`src/rtl/pbw_pkg.sv`:
```
/*
  Package for the power-button wake sequencer: state codes, press timing,
  and the carrier structs for wake inputs and indicator outputs.
  Assumes a 40 MHz always-on standby clock.
*/
package pbw_pkg;

  localparam int unsigned CLK_HZ        = 40000000;
  localparam int unsigned SHORT_PRESS_S = 4;
  localparam int unsigned LONG_PRESS_S  = 6;
  localparam longint unsigned SHORT_CYC = longint'(SHORT_PRESS_S) * CLK_HZ;
  localparam longint unsigned LONG_CYC  = longint'(LONG_PRESS_S) * CLK_HZ;
  localparam real    DEBOUNCE_MS        = 10.0;
  localparam int unsigned DEBOUNCE_CYC  =
    int'(DEBOUNCE_MS * real'(CLK_HZ) / 1000.0);
  localparam int unsigned USB_HOLDOFF_MS  = 100;
  localparam int unsigned USB_HOLDOFF_CYC = USB_HOLDOFF_MS * (CLK_HZ / 1000);
  localparam int unsigned CNT_W         = 32;

  typedef enum logic [2:0] {
    PBW_G3 = 3'h0,
    PBW_S0 = 3'h1,
    PBW_S3 = 3'h2,
    PBW_S4 = 3'h3,
    PBW_S5 = 3'h4
  } pbw_state_t;

  // raw wake event levels from the outside world
  typedef struct packed {
    logic rtc_alarm;
    logic lan_wake;
    logic usb_activity;
    logic pcie_wake;
  } pbw_wake_t;

  typedef struct packed {
    logic led_amber;
    logic led_on;
    logic led_standby;
  } pbw_led_t;

endpackage : pbw_pkg

```
`src/rtl/pbw_sync.sv`:
```
/*
  Three-stage synchroniser with agreement filter for asynchronous levels.
  Assumes the input comes from a pin or another clock domain.
*/
module pbw_sync
  import pbw_pkg::*;
#(
  parameter int unsigned WIDTH = 1
) (
  input  wire logic             clk_i,
  input  wire logic             rst_i,
  input  wire logic [WIDTH-1:0] d_i,
  input  wire logic [WIDTH-1:0] rst_val_i,
  output logic      [WIDTH-1:0] q_o
);

  logic [WIDTH-1:0] s1_q;
  logic [WIDTH-1:0] s2_q;
  logic [WIDTH-1:0] s3_q;

  // stage one feeds stage two only
  always_ff @(posedge clk_i or posedge rst_i) begin
    if (rst_i) begin
      s1_q <= '0;
      s2_q <= '0;
      s3_q <= '0;
    end else begin
      s1_q <= d_i;
      s2_q <= s1_q;
      s3_q <= s2_q;
    end
  end

  genvar g;
  generate
    for (g = 0; g < WIDTH; g++) begin : g_bit
      always_ff @(posedge clk_i or posedge rst_i) begin
        if (rst_i) begin
          q_o[g] <= 1'b0;
        end else if (s2_q[g] == s3_q[g]) begin
          q_o[g] <= s3_q[g];
        end
      end
    end
  endgenerate

  // rst_val_i kept for a future preset; unused inputs reduce to zero risk
  logic unused_rst_val;
  assign unused_rst_val = ^rst_val_i;

endmodule : pbw_sync

```
`src/rtl/pbw_top.sv`:
```
/*
  Power-button wake sequencer: tracks working, sleep, soft-off and
  mechanical-off states, times power-switch presses and accepts wake events.
  Assumes a free-running standby clock, power-on reset on RST_I, and
  asynchronous pins for the switch and wake sources.
*/
// Notes on behaviour
// - off, short press powers on
// - on, press over six seconds forces off
// - sleep, press over six seconds powers off
// - sleep, short press wakes to working
// - on, short press sleeps or soft-offs by setting
// - four wake sources accepted from S3/S4/S5
// - pcie wake returns system to working
// - usb activity wakes from S3/S4/S5
// - network wake frame request powers up
// - usb wake from S4/S5 needs deep sleep off
// - network wake after G3 needs deep sleep off
// - usb wake ignored right after AC return
// - rtc, network, pcie wakes keep display asleep
// - rtc alarm wakes system from S5
// - last-power setting picks on or off after AC
// - S3 main supply off, amber or dark LED
// - S4/S5 only wake logic stays powered
// - S5 keeps no context, needs cold boot
// - standby LED lit whenever standby supply present
module pbw_top
  import pbw_pkg::*;
#(
  parameter longint unsigned SHORT_CYCLES    = SHORT_CYC,
  parameter longint unsigned LONG_CYCLES     = LONG_CYC,
  parameter int unsigned     DEBOUNCE_CYCLES = DEBOUNCE_CYC,
  parameter int unsigned     HOLDOFF_CYCLES  = USB_HOLDOFF_CYC
) (
  input  wire logic       CLK_I,
  input  wire logic       RST_I,
  input  wire logic       PWR_SW_N_I,
  input  wire logic       RTC_ALARM_I,
  input  wire logic       LAN_WAKE_I,
  input  wire logic       USB_ACT_I,
  input  wire logic       PCIE_WAKE_N_I,
  input  wire logic       AC_PRESENT_I,
  input  wire logic       STBY_PRESENT_I,
  input  wire logic       SLEEP_TO_S3_I,
  input  wire logic       SLEEP_REQ_I,
  input  wire logic       SLEEP_TO_S4_I,
  input  wire logic       OS_OFF_REQ_I,
  input  wire logic       DEEP_SLEEP_EN_I,
  input  wire logic       LAST_STATE_EN_I,
  input  wire logic       DUAL_LED_I,
  output logic            MAIN_PWR_EN_O,
  output logic            MEM_CTX_KEEP_O,
  output logic            WAKE_LOGIC_PWR_O,
  output logic            COLD_BOOT_O,
  output logic            DISPLAY_ON_O,
  output logic            LED_ON_O,
  output logic            LED_AMBER_O,
  output logic            LED_STBY_O,
  output logic            SLEEP_BTN_REQ_O,
  output logic      [2:0] STATE_O
);

  localparam int unsigned PRESS_W = 40;

  // counters are sized once; refuse timings they cannot reach
  if (SHORT_CYCLES == 0 || LONG_CYCLES <= SHORT_CYCLES) begin : g_bad_press
    $error("pbw_top: press thresholds out of order");
  end
  if (LONG_CYCLES >= (64'h1 << PRESS_W)) begin : g_bad_long
    $error("pbw_top: long press exceeds press counter");
  end
  if (DEBOUNCE_CYCLES == 0 || HOLDOFF_CYCLES == 0) begin : g_bad_count
    $error("pbw_top: debounce and hold-off need nonzero counts");
  end

  //////////////////////////////////////////////////////////////////////////
  // synchronisers

  logic [6:0] raw_in;
  logic [6:0] syn;
  assign raw_in = {~PWR_SW_N_I, RTC_ALARM_I, LAN_WAKE_I, USB_ACT_I,
                   ~PCIE_WAKE_N_I, AC_PRESENT_I, STBY_PRESENT_I};

  pbw_sync #(.WIDTH(7)) u_sync (
    .clk_i     (CLK_I),
    .rst_i     (RST_I),
    .d_i       (raw_in),
    .rst_val_i (7'h00),
    .q_o       (syn)
  );

  logic      sw_raw;
  pbw_wake_t wk;
  logic      ac_ok;
  logic      stby_ok;
  assign sw_raw  = syn[6];
  assign wk      = syn[5:2];
  assign ac_ok   = syn[1];
  assign stby_ok = syn[0];

  //////////////////////////////////////////////////////////////////////////
  // switch debounce and press timing

  logic [CNT_W-1:0]   deb_cnt_q;
  logic               sw_q;
  logic [PRESS_W-1:0] press_cnt_q;
  logic               long_done_q;
  logic               sw_fall;
  logic               short_rel;
  logic               long_hit;

  always_ff @(posedge CLK_I or posedge RST_I) begin
    if (RST_I) begin
      deb_cnt_q <= '0;
      sw_q      <= 1'b0;
    end else if (sw_raw == sw_q) begin
      deb_cnt_q <= '0;
    end else if (deb_cnt_q >= CNT_W'(DEBOUNCE_CYCLES - 1)) begin
      deb_cnt_q <= '0;
      sw_q      <= sw_raw;
    end else begin
      deb_cnt_q <= deb_cnt_q + 1'b1;
    end
  end

  assign sw_fall   = sw_q && (sw_raw == sw_q ? 1'b0 :
                     deb_cnt_q >= CNT_W'(DEBOUNCE_CYCLES - 1));
  // release under four seconds; between four and six does nothing
  assign short_rel = sw_fall && !long_done_q &&
                     (press_cnt_q < PRESS_W'(SHORT_CYCLES));
  assign long_hit  = sw_q && !long_done_q &&
                     (press_cnt_q >= PRESS_W'(LONG_CYCLES));

  always_ff @(posedge CLK_I or posedge RST_I) begin
    if (RST_I) begin
      press_cnt_q <= '0;
      long_done_q <= 1'b0;
    end else if (!sw_q) begin
      press_cnt_q <= '0;
      long_done_q <= 1'b0;
    end else begin
      // saturates at the long threshold, so a stuck switch never wraps
      if (press_cnt_q < PRESS_W'(LONG_CYCLES)) begin
        press_cnt_q <= press_cnt_q + 1'b1;
      end
      // one forced action per hold; the release is then ignored
      if (long_hit) begin
        long_done_q <= 1'b1;
      end
    end
  end

  //////////////////////////////////////////////////////////////////////////
  // AC loss tracking

  logic              ac_q;
  logic              was_on_q;
  logic              after_g3_q;
  logic [CNT_W-1:0]  hold_cnt_q;
  logic              ac_rise;
  logic              usb_block;
  // every AC return restarts the usb hold-off
  assign ac_rise   = ac_ok && !ac_q;
  assign usb_block = (hold_cnt_q != '0);

  always_ff @(posedge CLK_I or posedge RST_I) begin
    if (RST_I) begin
      ac_q       <= 1'b0;
      hold_cnt_q <= '0;
    end else begin
      ac_q <= ac_ok;
      if (ac_rise) begin
        hold_cnt_q <= CNT_W'(HOLDOFF_CYCLES);
      end else if (hold_cnt_q != '0) begin
        hold_cnt_q <= hold_cnt_q - 1'b1;
      end
    end
  end

  //////////////////////////////////////////////////////////////////////////
  // wake qualification

  pbw_state_t state_q;
  pbw_state_t state_d;
  logic       in_sleep;
  logic       usb_ok;
  logic       lan_ok;
  logic       quiet_wake;
  logic       any_wake;

  assign in_sleep = (state_q == PBW_S3) || (state_q == PBW_S4) ||
                    (state_q == PBW_S5);
  // deep sleep cuts usb power in S4/S5
  assign usb_ok = wk.usb_activity && !usb_block &&
                  ((state_q == PBW_S3) || !DEEP_SLEEP_EN_I);
  assign lan_ok = wk.lan_wake &&
                  !(state_q == PBW_S5 && after_g3_q &&
                    DEEP_SLEEP_EN_I);
  // these sources bring the system up with the display left dark
  assign quiet_wake = wk.pcie_wake || lan_ok || wk.rtc_alarm;
  assign any_wake   = in_sleep && (quiet_wake || usb_ok);

  //////////////////////////////////////////////////////////////////////////
  // state machine

  always_comb begin
    state_d = state_q;
    case (state_q)
      PBW_G3: begin
        if (ac_ok) begin
          state_d = (LAST_STATE_EN_I && was_on_q) ? PBW_S0 :
                    PBW_S5;
        end
      end
      PBW_S0: begin
        if (long_hit) begin
          state_d = PBW_S5;
        end else if (short_rel && !SLEEP_REQ_I) begin
          state_d = PBW_S5;
        end else if (OS_OFF_REQ_I) begin
          state_d = PBW_S5;
        end else if (SLEEP_TO_S3_I) begin
          state_d = PBW_S3;
        end else if (SLEEP_TO_S4_I) begin
          state_d = PBW_S4;
        end
      end
      PBW_S3,
      PBW_S4: begin
        if (long_hit) begin
          state_d = PBW_S5;
        end else if (short_rel || any_wake) begin
          state_d = PBW_S0;
        end
      end
      PBW_S5: begin
        if (short_rel || any_wake) begin
          state_d = PBW_S0;
        end
      end
      default: begin
        state_d = PBW_G3;
      end
    endcase
    if (!ac_ok) begin
      state_d = PBW_G3;
    end
  end

  always_ff @(posedge CLK_I or posedge RST_I) begin
    if (RST_I) begin
      state_q <= PBW_G3;
    end else begin
      state_q <= state_d;
    end
  end

  // last power state and G3 history survive on standby battery
  always_ff @(posedge CLK_I or posedge RST_I) begin
    if (RST_I) begin
      was_on_q   <= 1'b0;
      after_g3_q <= 1'b0;
    end else begin
      if (state_q != PBW_G3) begin
        was_on_q <= (state_q == PBW_S0);
      end
      if (state_q == PBW_G3) begin
        after_g3_q <= 1'b1;
      end else if (state_q == PBW_S0) begin
        after_g3_q <= 1'b0;
      end
    end
  end

  //////////////////////////////////////////////////////////////////////////
  // display handling

  logic disp_q;
  always_ff @(posedge CLK_I or posedge RST_I) begin
    if (RST_I) begin
      disp_q <= 1'b0;
    end else if (state_q != PBW_S0 && state_d == PBW_S0) begin
      // only a user press, usb, or a return from G3 brings the monitor back
      disp_q <= short_rel || (usb_ok && !quiet_wake) ||
                state_q == PBW_G3;
    end else if (state_d != PBW_S0) begin
      disp_q <= 1'b0;
    end else if (short_rel) begin
      disp_q <= 1'b1;
    end
  end

  //////////////////////////////////////////////////////////////////////////
  // registered outputs

  always_ff @(posedge CLK_I or posedge RST_I) begin
    if (RST_I) begin
      MAIN_PWR_EN_O    <= 1'b0;
      MEM_CTX_KEEP_O   <= 1'b0;
      WAKE_LOGIC_PWR_O <= 1'b0;
      STATE_O          <= 3'h0;
    end else begin
      MAIN_PWR_EN_O    <= (state_d == PBW_S0);
      MEM_CTX_KEEP_O   <= (state_d == PBW_S0) ||
                          (state_d == PBW_S3);
      WAKE_LOGIC_PWR_O <= (state_d != PBW_G3);
      STATE_O          <= state_d;
    end
  end

  //////////////////////////////////////////////////////////////////////////
  // one-cycle pulses, then display and LED levels

  always_ff @(posedge CLK_I or posedge RST_I) begin
    if (RST_I) begin
      COLD_BOOT_O     <= 1'b0;
      SLEEP_BTN_REQ_O <= 1'b0;
    end else begin
      // entering working from soft-off or mechanical-off always starts from scratch
      COLD_BOOT_O     <= (state_d == PBW_S0) && (state_q == PBW_S5 ||
                         state_q == PBW_G3);
      SLEEP_BTN_REQ_O <= (state_q == PBW_S0) && short_rel &&
                         SLEEP_REQ_I;
    end
  end

  always_ff @(posedge CLK_I or posedge RST_I) begin
    if (RST_I) begin
      DISPLAY_ON_O <= 1'b0;
      LED_ON_O     <= 1'b0;
      LED_AMBER_O  <= 1'b0;
    end else begin
      DISPLAY_ON_O <= disp_q;
      LED_ON_O     <= (state_q == PBW_S0);
      LED_AMBER_O  <= (state_q == PBW_S3) && DUAL_LED_I;
    end
  end

  //////////////////////////////////////////////////////////////////////////
  // standby indicator

  // follows the supply alone, so it stays lit while the board looks off
  always_ff @(posedge CLK_I or posedge RST_I) begin
    if (RST_I) begin
      LED_STBY_O <= 1'b0;
    end else begin
      LED_STBY_O <= stby_ok;
    end
  end

endmodule : pbw_top

```
`config.mk`:
```
export PLATFORM = sky130hd
export DESIGN_NAME = pbw_top
export DESIGN_NICKNAME = d
export VERILOG_FILES = /design/src/rtl/pbw_pkg.sv /design/src/rtl/pbw_sync.sv /design/src/rtl/pbw_top.sv
export SDC_FILE = /design/constraint.sdc
export NUM_CORES = 1
export LEC_CHECK = 0
export ABC_AREA = 1
export BUFFER_PORTS_ARGS = -buffer_cell sky130_fd_sc_hd__buf_2
export CORE_UTILIZATION = 45
export DETAILED_ROUTE_END_ITERATION = 7
export GPL_TIMING_DRIVEN = 0
export PLACE_DENSITY_LB_ADDON = 0.1
export SYNTH_ARGS = -nofsm -noshare
export SYNTH_HDL_FRONTEND = slang
export SYNTH_SLANG_ARGS = --single-unit
```
`constraint.sdc`:
```
create_clock -name CLK_I -period 4.7 [get_ports CLK_I]
set_clock_uncertainty 0.05 [all_clocks]
set_input_delay 0.705 -clock CLK_I [delete_from_list [all_inputs] [get_ports CLK_I]]
set_output_delay 0.705 -clock CLK_I [all_outputs]
set_load 0.005 [all_outputs]
```
==> impl_summary.log <==
INFO  metric crit_chain = inv_1, nor2_1, inv_1, nand2_1, inv_1, nor3_1
INFO  metric layout.nets = about 900
INFO  metric p_int = approximately 2200 µW
INFO  metric detailedPlacementHpwl = around 11,000 µm
INFO  metric syn_to_final_growth = 14.9%
INFO  metric clock_insertion_delay_worst_skew = ~0.43 ns
INFO  metric worstReg2RegStart = u_sync.q_o[1]
INFO  metric drt_iter0_markers = 226
INFO  metric remaining_drc_errors = 0
INFO  metric run_status = complete, no violations
INFO  metric ports_placed_on_the_boundary = 28
INFO  metric synth_edf_count = 0
INFO  metric maximum_number_of_pins_on_one_net_before_global_route_repair = 45
INFO  metric cts_sinks = 150
INFO  metric share_clk_of_total_power = 40.4%
INFO  metric cts_buffers = 17
INFO  metric cts-htree-levels = 4
INFO  metric post_drt_via_cell_ratio = 5.01
INFO  metric final-hold-violation-count = 0
INFO  metric postRouteWirelength = about 14,000 µm
INFO  metric cpPeakStageDelay = 0.69 ns
INFO  metric rsz0062_at_grt = false
INFO  metric path_clk_slew = 0.07 ns
INFO  metric postCtsHoldBufs = 0
INFO  metric first_global_vias = 5,345
INFO  metric grt_util_all_layers = 19.9%
INFO  metric initial_utilization = 46.1%
INFO  metric timing_worst_slew_pin_value = around 0.9 ns
INFO  metric max_freq = about 0.44 GHz
INFO  metric leading_cell_type_in_the_layout_fill_and_taps_excluded = dfrtp_1
INFO  metric grt_overflow = 0
INFO  metric maxSlewViolCount = 0
INFO  metric crit_path_max_fanout = 10
INFO  metric worst_slew_margin_rel = 39.6%
INFO  metric final.setup.worst_slack = 2.43 ns
INFO  metric syn_area = 6980 µm²
INFO  metric ys_types = 43
INFO  metric drive_above_1_share = 11.4%
INFO  metric number_of_antenna_violations_at_the_first_check_in_global_routing = 1
INFO  metric share_of_flip_flops_with_an_asynchronous_set_or_reset = 100%
INFO  metric timing.final.crit_share = 48.3%
INFO  metric seq_power_share = 46.2%
INFO  metric postRouteAntennaNets = 0
INFO  metric start_kind = flop
INFO  metric fin_setup_tns = 0 ns
INFO  metric drv_cap = 0
INFO  metric critPathCaptureType = flop
INFO  metric pwr-share-comb = 13.4%
INFO  metric critical_path.reg2reg.endpoint = hold_cnt_q[25]
INFO  metric setup.worst_path.start = u_sync.q_o[1]
INFO  metric fp.dieH = 127 µm
INFO  metric first_pass_iters = 6
INFO  metric rrSetupSlack = 2.43 ns
INFO  metric max-clock-path-buffers = 2
INFO  metric finalSetupViolCount = 0
INFO  metric timing.final.crit_period = ~2.3 ns
INFO  metric cts_tree = done
INFO  metric arrival_time_of_the_worst_setup_path = 2.53 ns
INFO  metric die-area = about 16,000 µm²
INFO  metric postSynth.topFlopCell = dfrtp_1
INFO  metric yosysSeqAreaShare = 53.8%
INFO  metric row_count = 45
INFO  metric num_antenna_cells = 0
INFO  metric wire_length_of_the_first_global_routing_pass = 25,100 µm
INFO  metric power-per-cell-area = roughly 400 nW/µm²
INFO  metric route.vias.total = 5,420
INFO  metric timing.setup.critical_path_class = reg2reg
INFO  metric timing.reg2reg.worst_path_depth = 6
INFO  metric io_buffers = 27
INFO  metric postCtsResizedCells = 0
INFO  metric worst_hold_path_type = reg2reg
INFO  metric switchingPower = about 950 µW
INFO  metric leakagePower = 0.00366 µW
INFO  metric worst_path_most_repeated_cell = inv_1
INFO  metric gp_routability_congestion = 0.856
INFO  metric synth-warning-count = 0
INFO  metric chipWidth = 127 µm
INFO  metric synth_cells = 819
INFO  metric slowest_stage = nor2_1
INFO  metric postCtsSetupRepairBufs = 0
INFO  metric clock_tree.root_cell = clkbuf_16
INFO  metric fp.coreArea = 15,100 µm²
INFO  metric syn_avg_cell_area = approximately 8.5 µm²
INFO  metric critical_path.endpoint = hold_cnt_q[25]
INFO  metric cp.required = 4.96 ns
INFO  metric synth_register_bits = 150
INFO  metric post-place-ws = 2.49 ns
INFO  metric post_drt_wl_per_cell = ~13 µm
INFO  metric worst_ir_drop_vdd = about 0.28 mV
INFO  metric most-common-layout-cells = dfrtp_1, nand2_1, nor2_1
INFO  metric p_sw_share = 29.8%
==> cell families after synthesis <==
group | synth area share, %
AND/OR/NAND/NOR | 26.5
flip-flops | 53.8
buffers and inverters | 7.44
AO/OA/AOI/OAI | 8.17
XOR/XNOR | 2.13
adder cells (fa/ha/maj) | 1.90
other | 0.0537
==> synth_stat cells, drive strengths merged (7+ instances only) <==
| cell | count | area, µm² |
|---|---|---|
| o21ai | 41 | 205 |
| dfrtp | 150 | 3750 |
| nor2 | 134 | 526 |
| a21oi | 43 | 219 |
| nor3 | 42 | 243 |
| maj3 | 7 | 70.1 |
| nor4 | 14 | 93.8 |
| nand4 | 24 | 156 |
| nand3 | 36 | 195 |
| a211oi | 9 | 67.6 |
| nand2 | 136 | 541 |
| inv | 126 | 473 |
| xor2 | 13 | 114 |
==> stage by stage <==
step	total power, µW	util (%)	hold slack, ns	instance area (µm²)	std cells
after floorplan	1780	-	0.281	7030	831
after global routing	3360	53.0	0.308	8020	1081
after CTS	3230	53.0	0.296	8020	1081
after detailed placement	1920	49.3	0.285	7460	1049
after global placement	1900	48.9	0.283	7400	1046
final	3190	53.0	0.295	8020	1081
==> sequential cells by signal (all words and copies together) (netlist names), 3 cells and up <==
| register | cells |
|---|---|
| u_sync.s3_q | 7 |
| press_cnt_q | 40 |
| u_sync.s1_q | 7 |
| hold_cnt_q | 32 |
| STATE_O | 3 |
| u_sync.q_o | 7 |
| u_sync.s2_q | 7 |
| deb_cnt_q | 32 |
==> cell type report <==
cell class              count  area [µm²]
flip-flops and latches    150        3750
inverters                 126         477
well taps                 188         235
fillers                  1392        7120
clock buffers              18         429
repair buffers             30         195
multi-input cells         546        2750
plain buffers               9        46.3
clock inverters            14         133
==> power groups by stage <==
stage | Sequential, µW | Clock [µW] | Combinational, µW
2_1_floorplan | 1470 | 0 | 309
3_3_place_gp | 1490 | 0 | 411
3_5_place_dp | 1490 | 0 | 429
5_1_grt | 1480 | 1380 | 496
4_1_cts | 1470 | 1330 | 432
6_report | 1470 | 1290 | 427
==> worst max-delay path: cells and delay by family, from the launching register on <==
family / cells / cell delay (ns)
flip-flops: 1 / 0.43
AND/OR/NAND/NOR: 3 / 1.15
buffers and inverters: 3 / 0.53
==> routing by layer <==
metal / global-route usage [%] / wire (µm) / vias up
met5: 0 / 0 / -
met3: 5.02 / 539 / 13
met2: 31.6 / 6580 / 82
met1: 26.9 / 7070 / 2552
li1: - / - / 2773
met4: 6.24 / 131 / 0
==> how the worst min path moves through the flow <==
| stage | to | slack [ns] | from | cells after the start |
|---|---|---|---|---|
| 2_1_floorplan | u_sync.s2_q[0] | 0.28 | u_sync.s1_q[0] | 0 |
| 3_3_place_gp | u_sync.s2_q[0] | 0.28 | u_sync.s1_q[0] | 0 |
| 3_5_place_dp | u_sync.s2_q[1] | 0.28 | u_sync.s1_q[1] | 0 |
| 4_1_cts | u_sync.s2_q[1] | 0.30 | u_sync.s1_q[1] | 0 |
| 5_1_grt | u_sync.s2_q[1] | 0.31 | u_sync.s1_q[1] | 0 |
| 6_report | u_sync.s2_q[1] | 0.29 | u_sync.s1_q[1] | 0 |
Note: power is estimated with default switching activity, not from simulation.
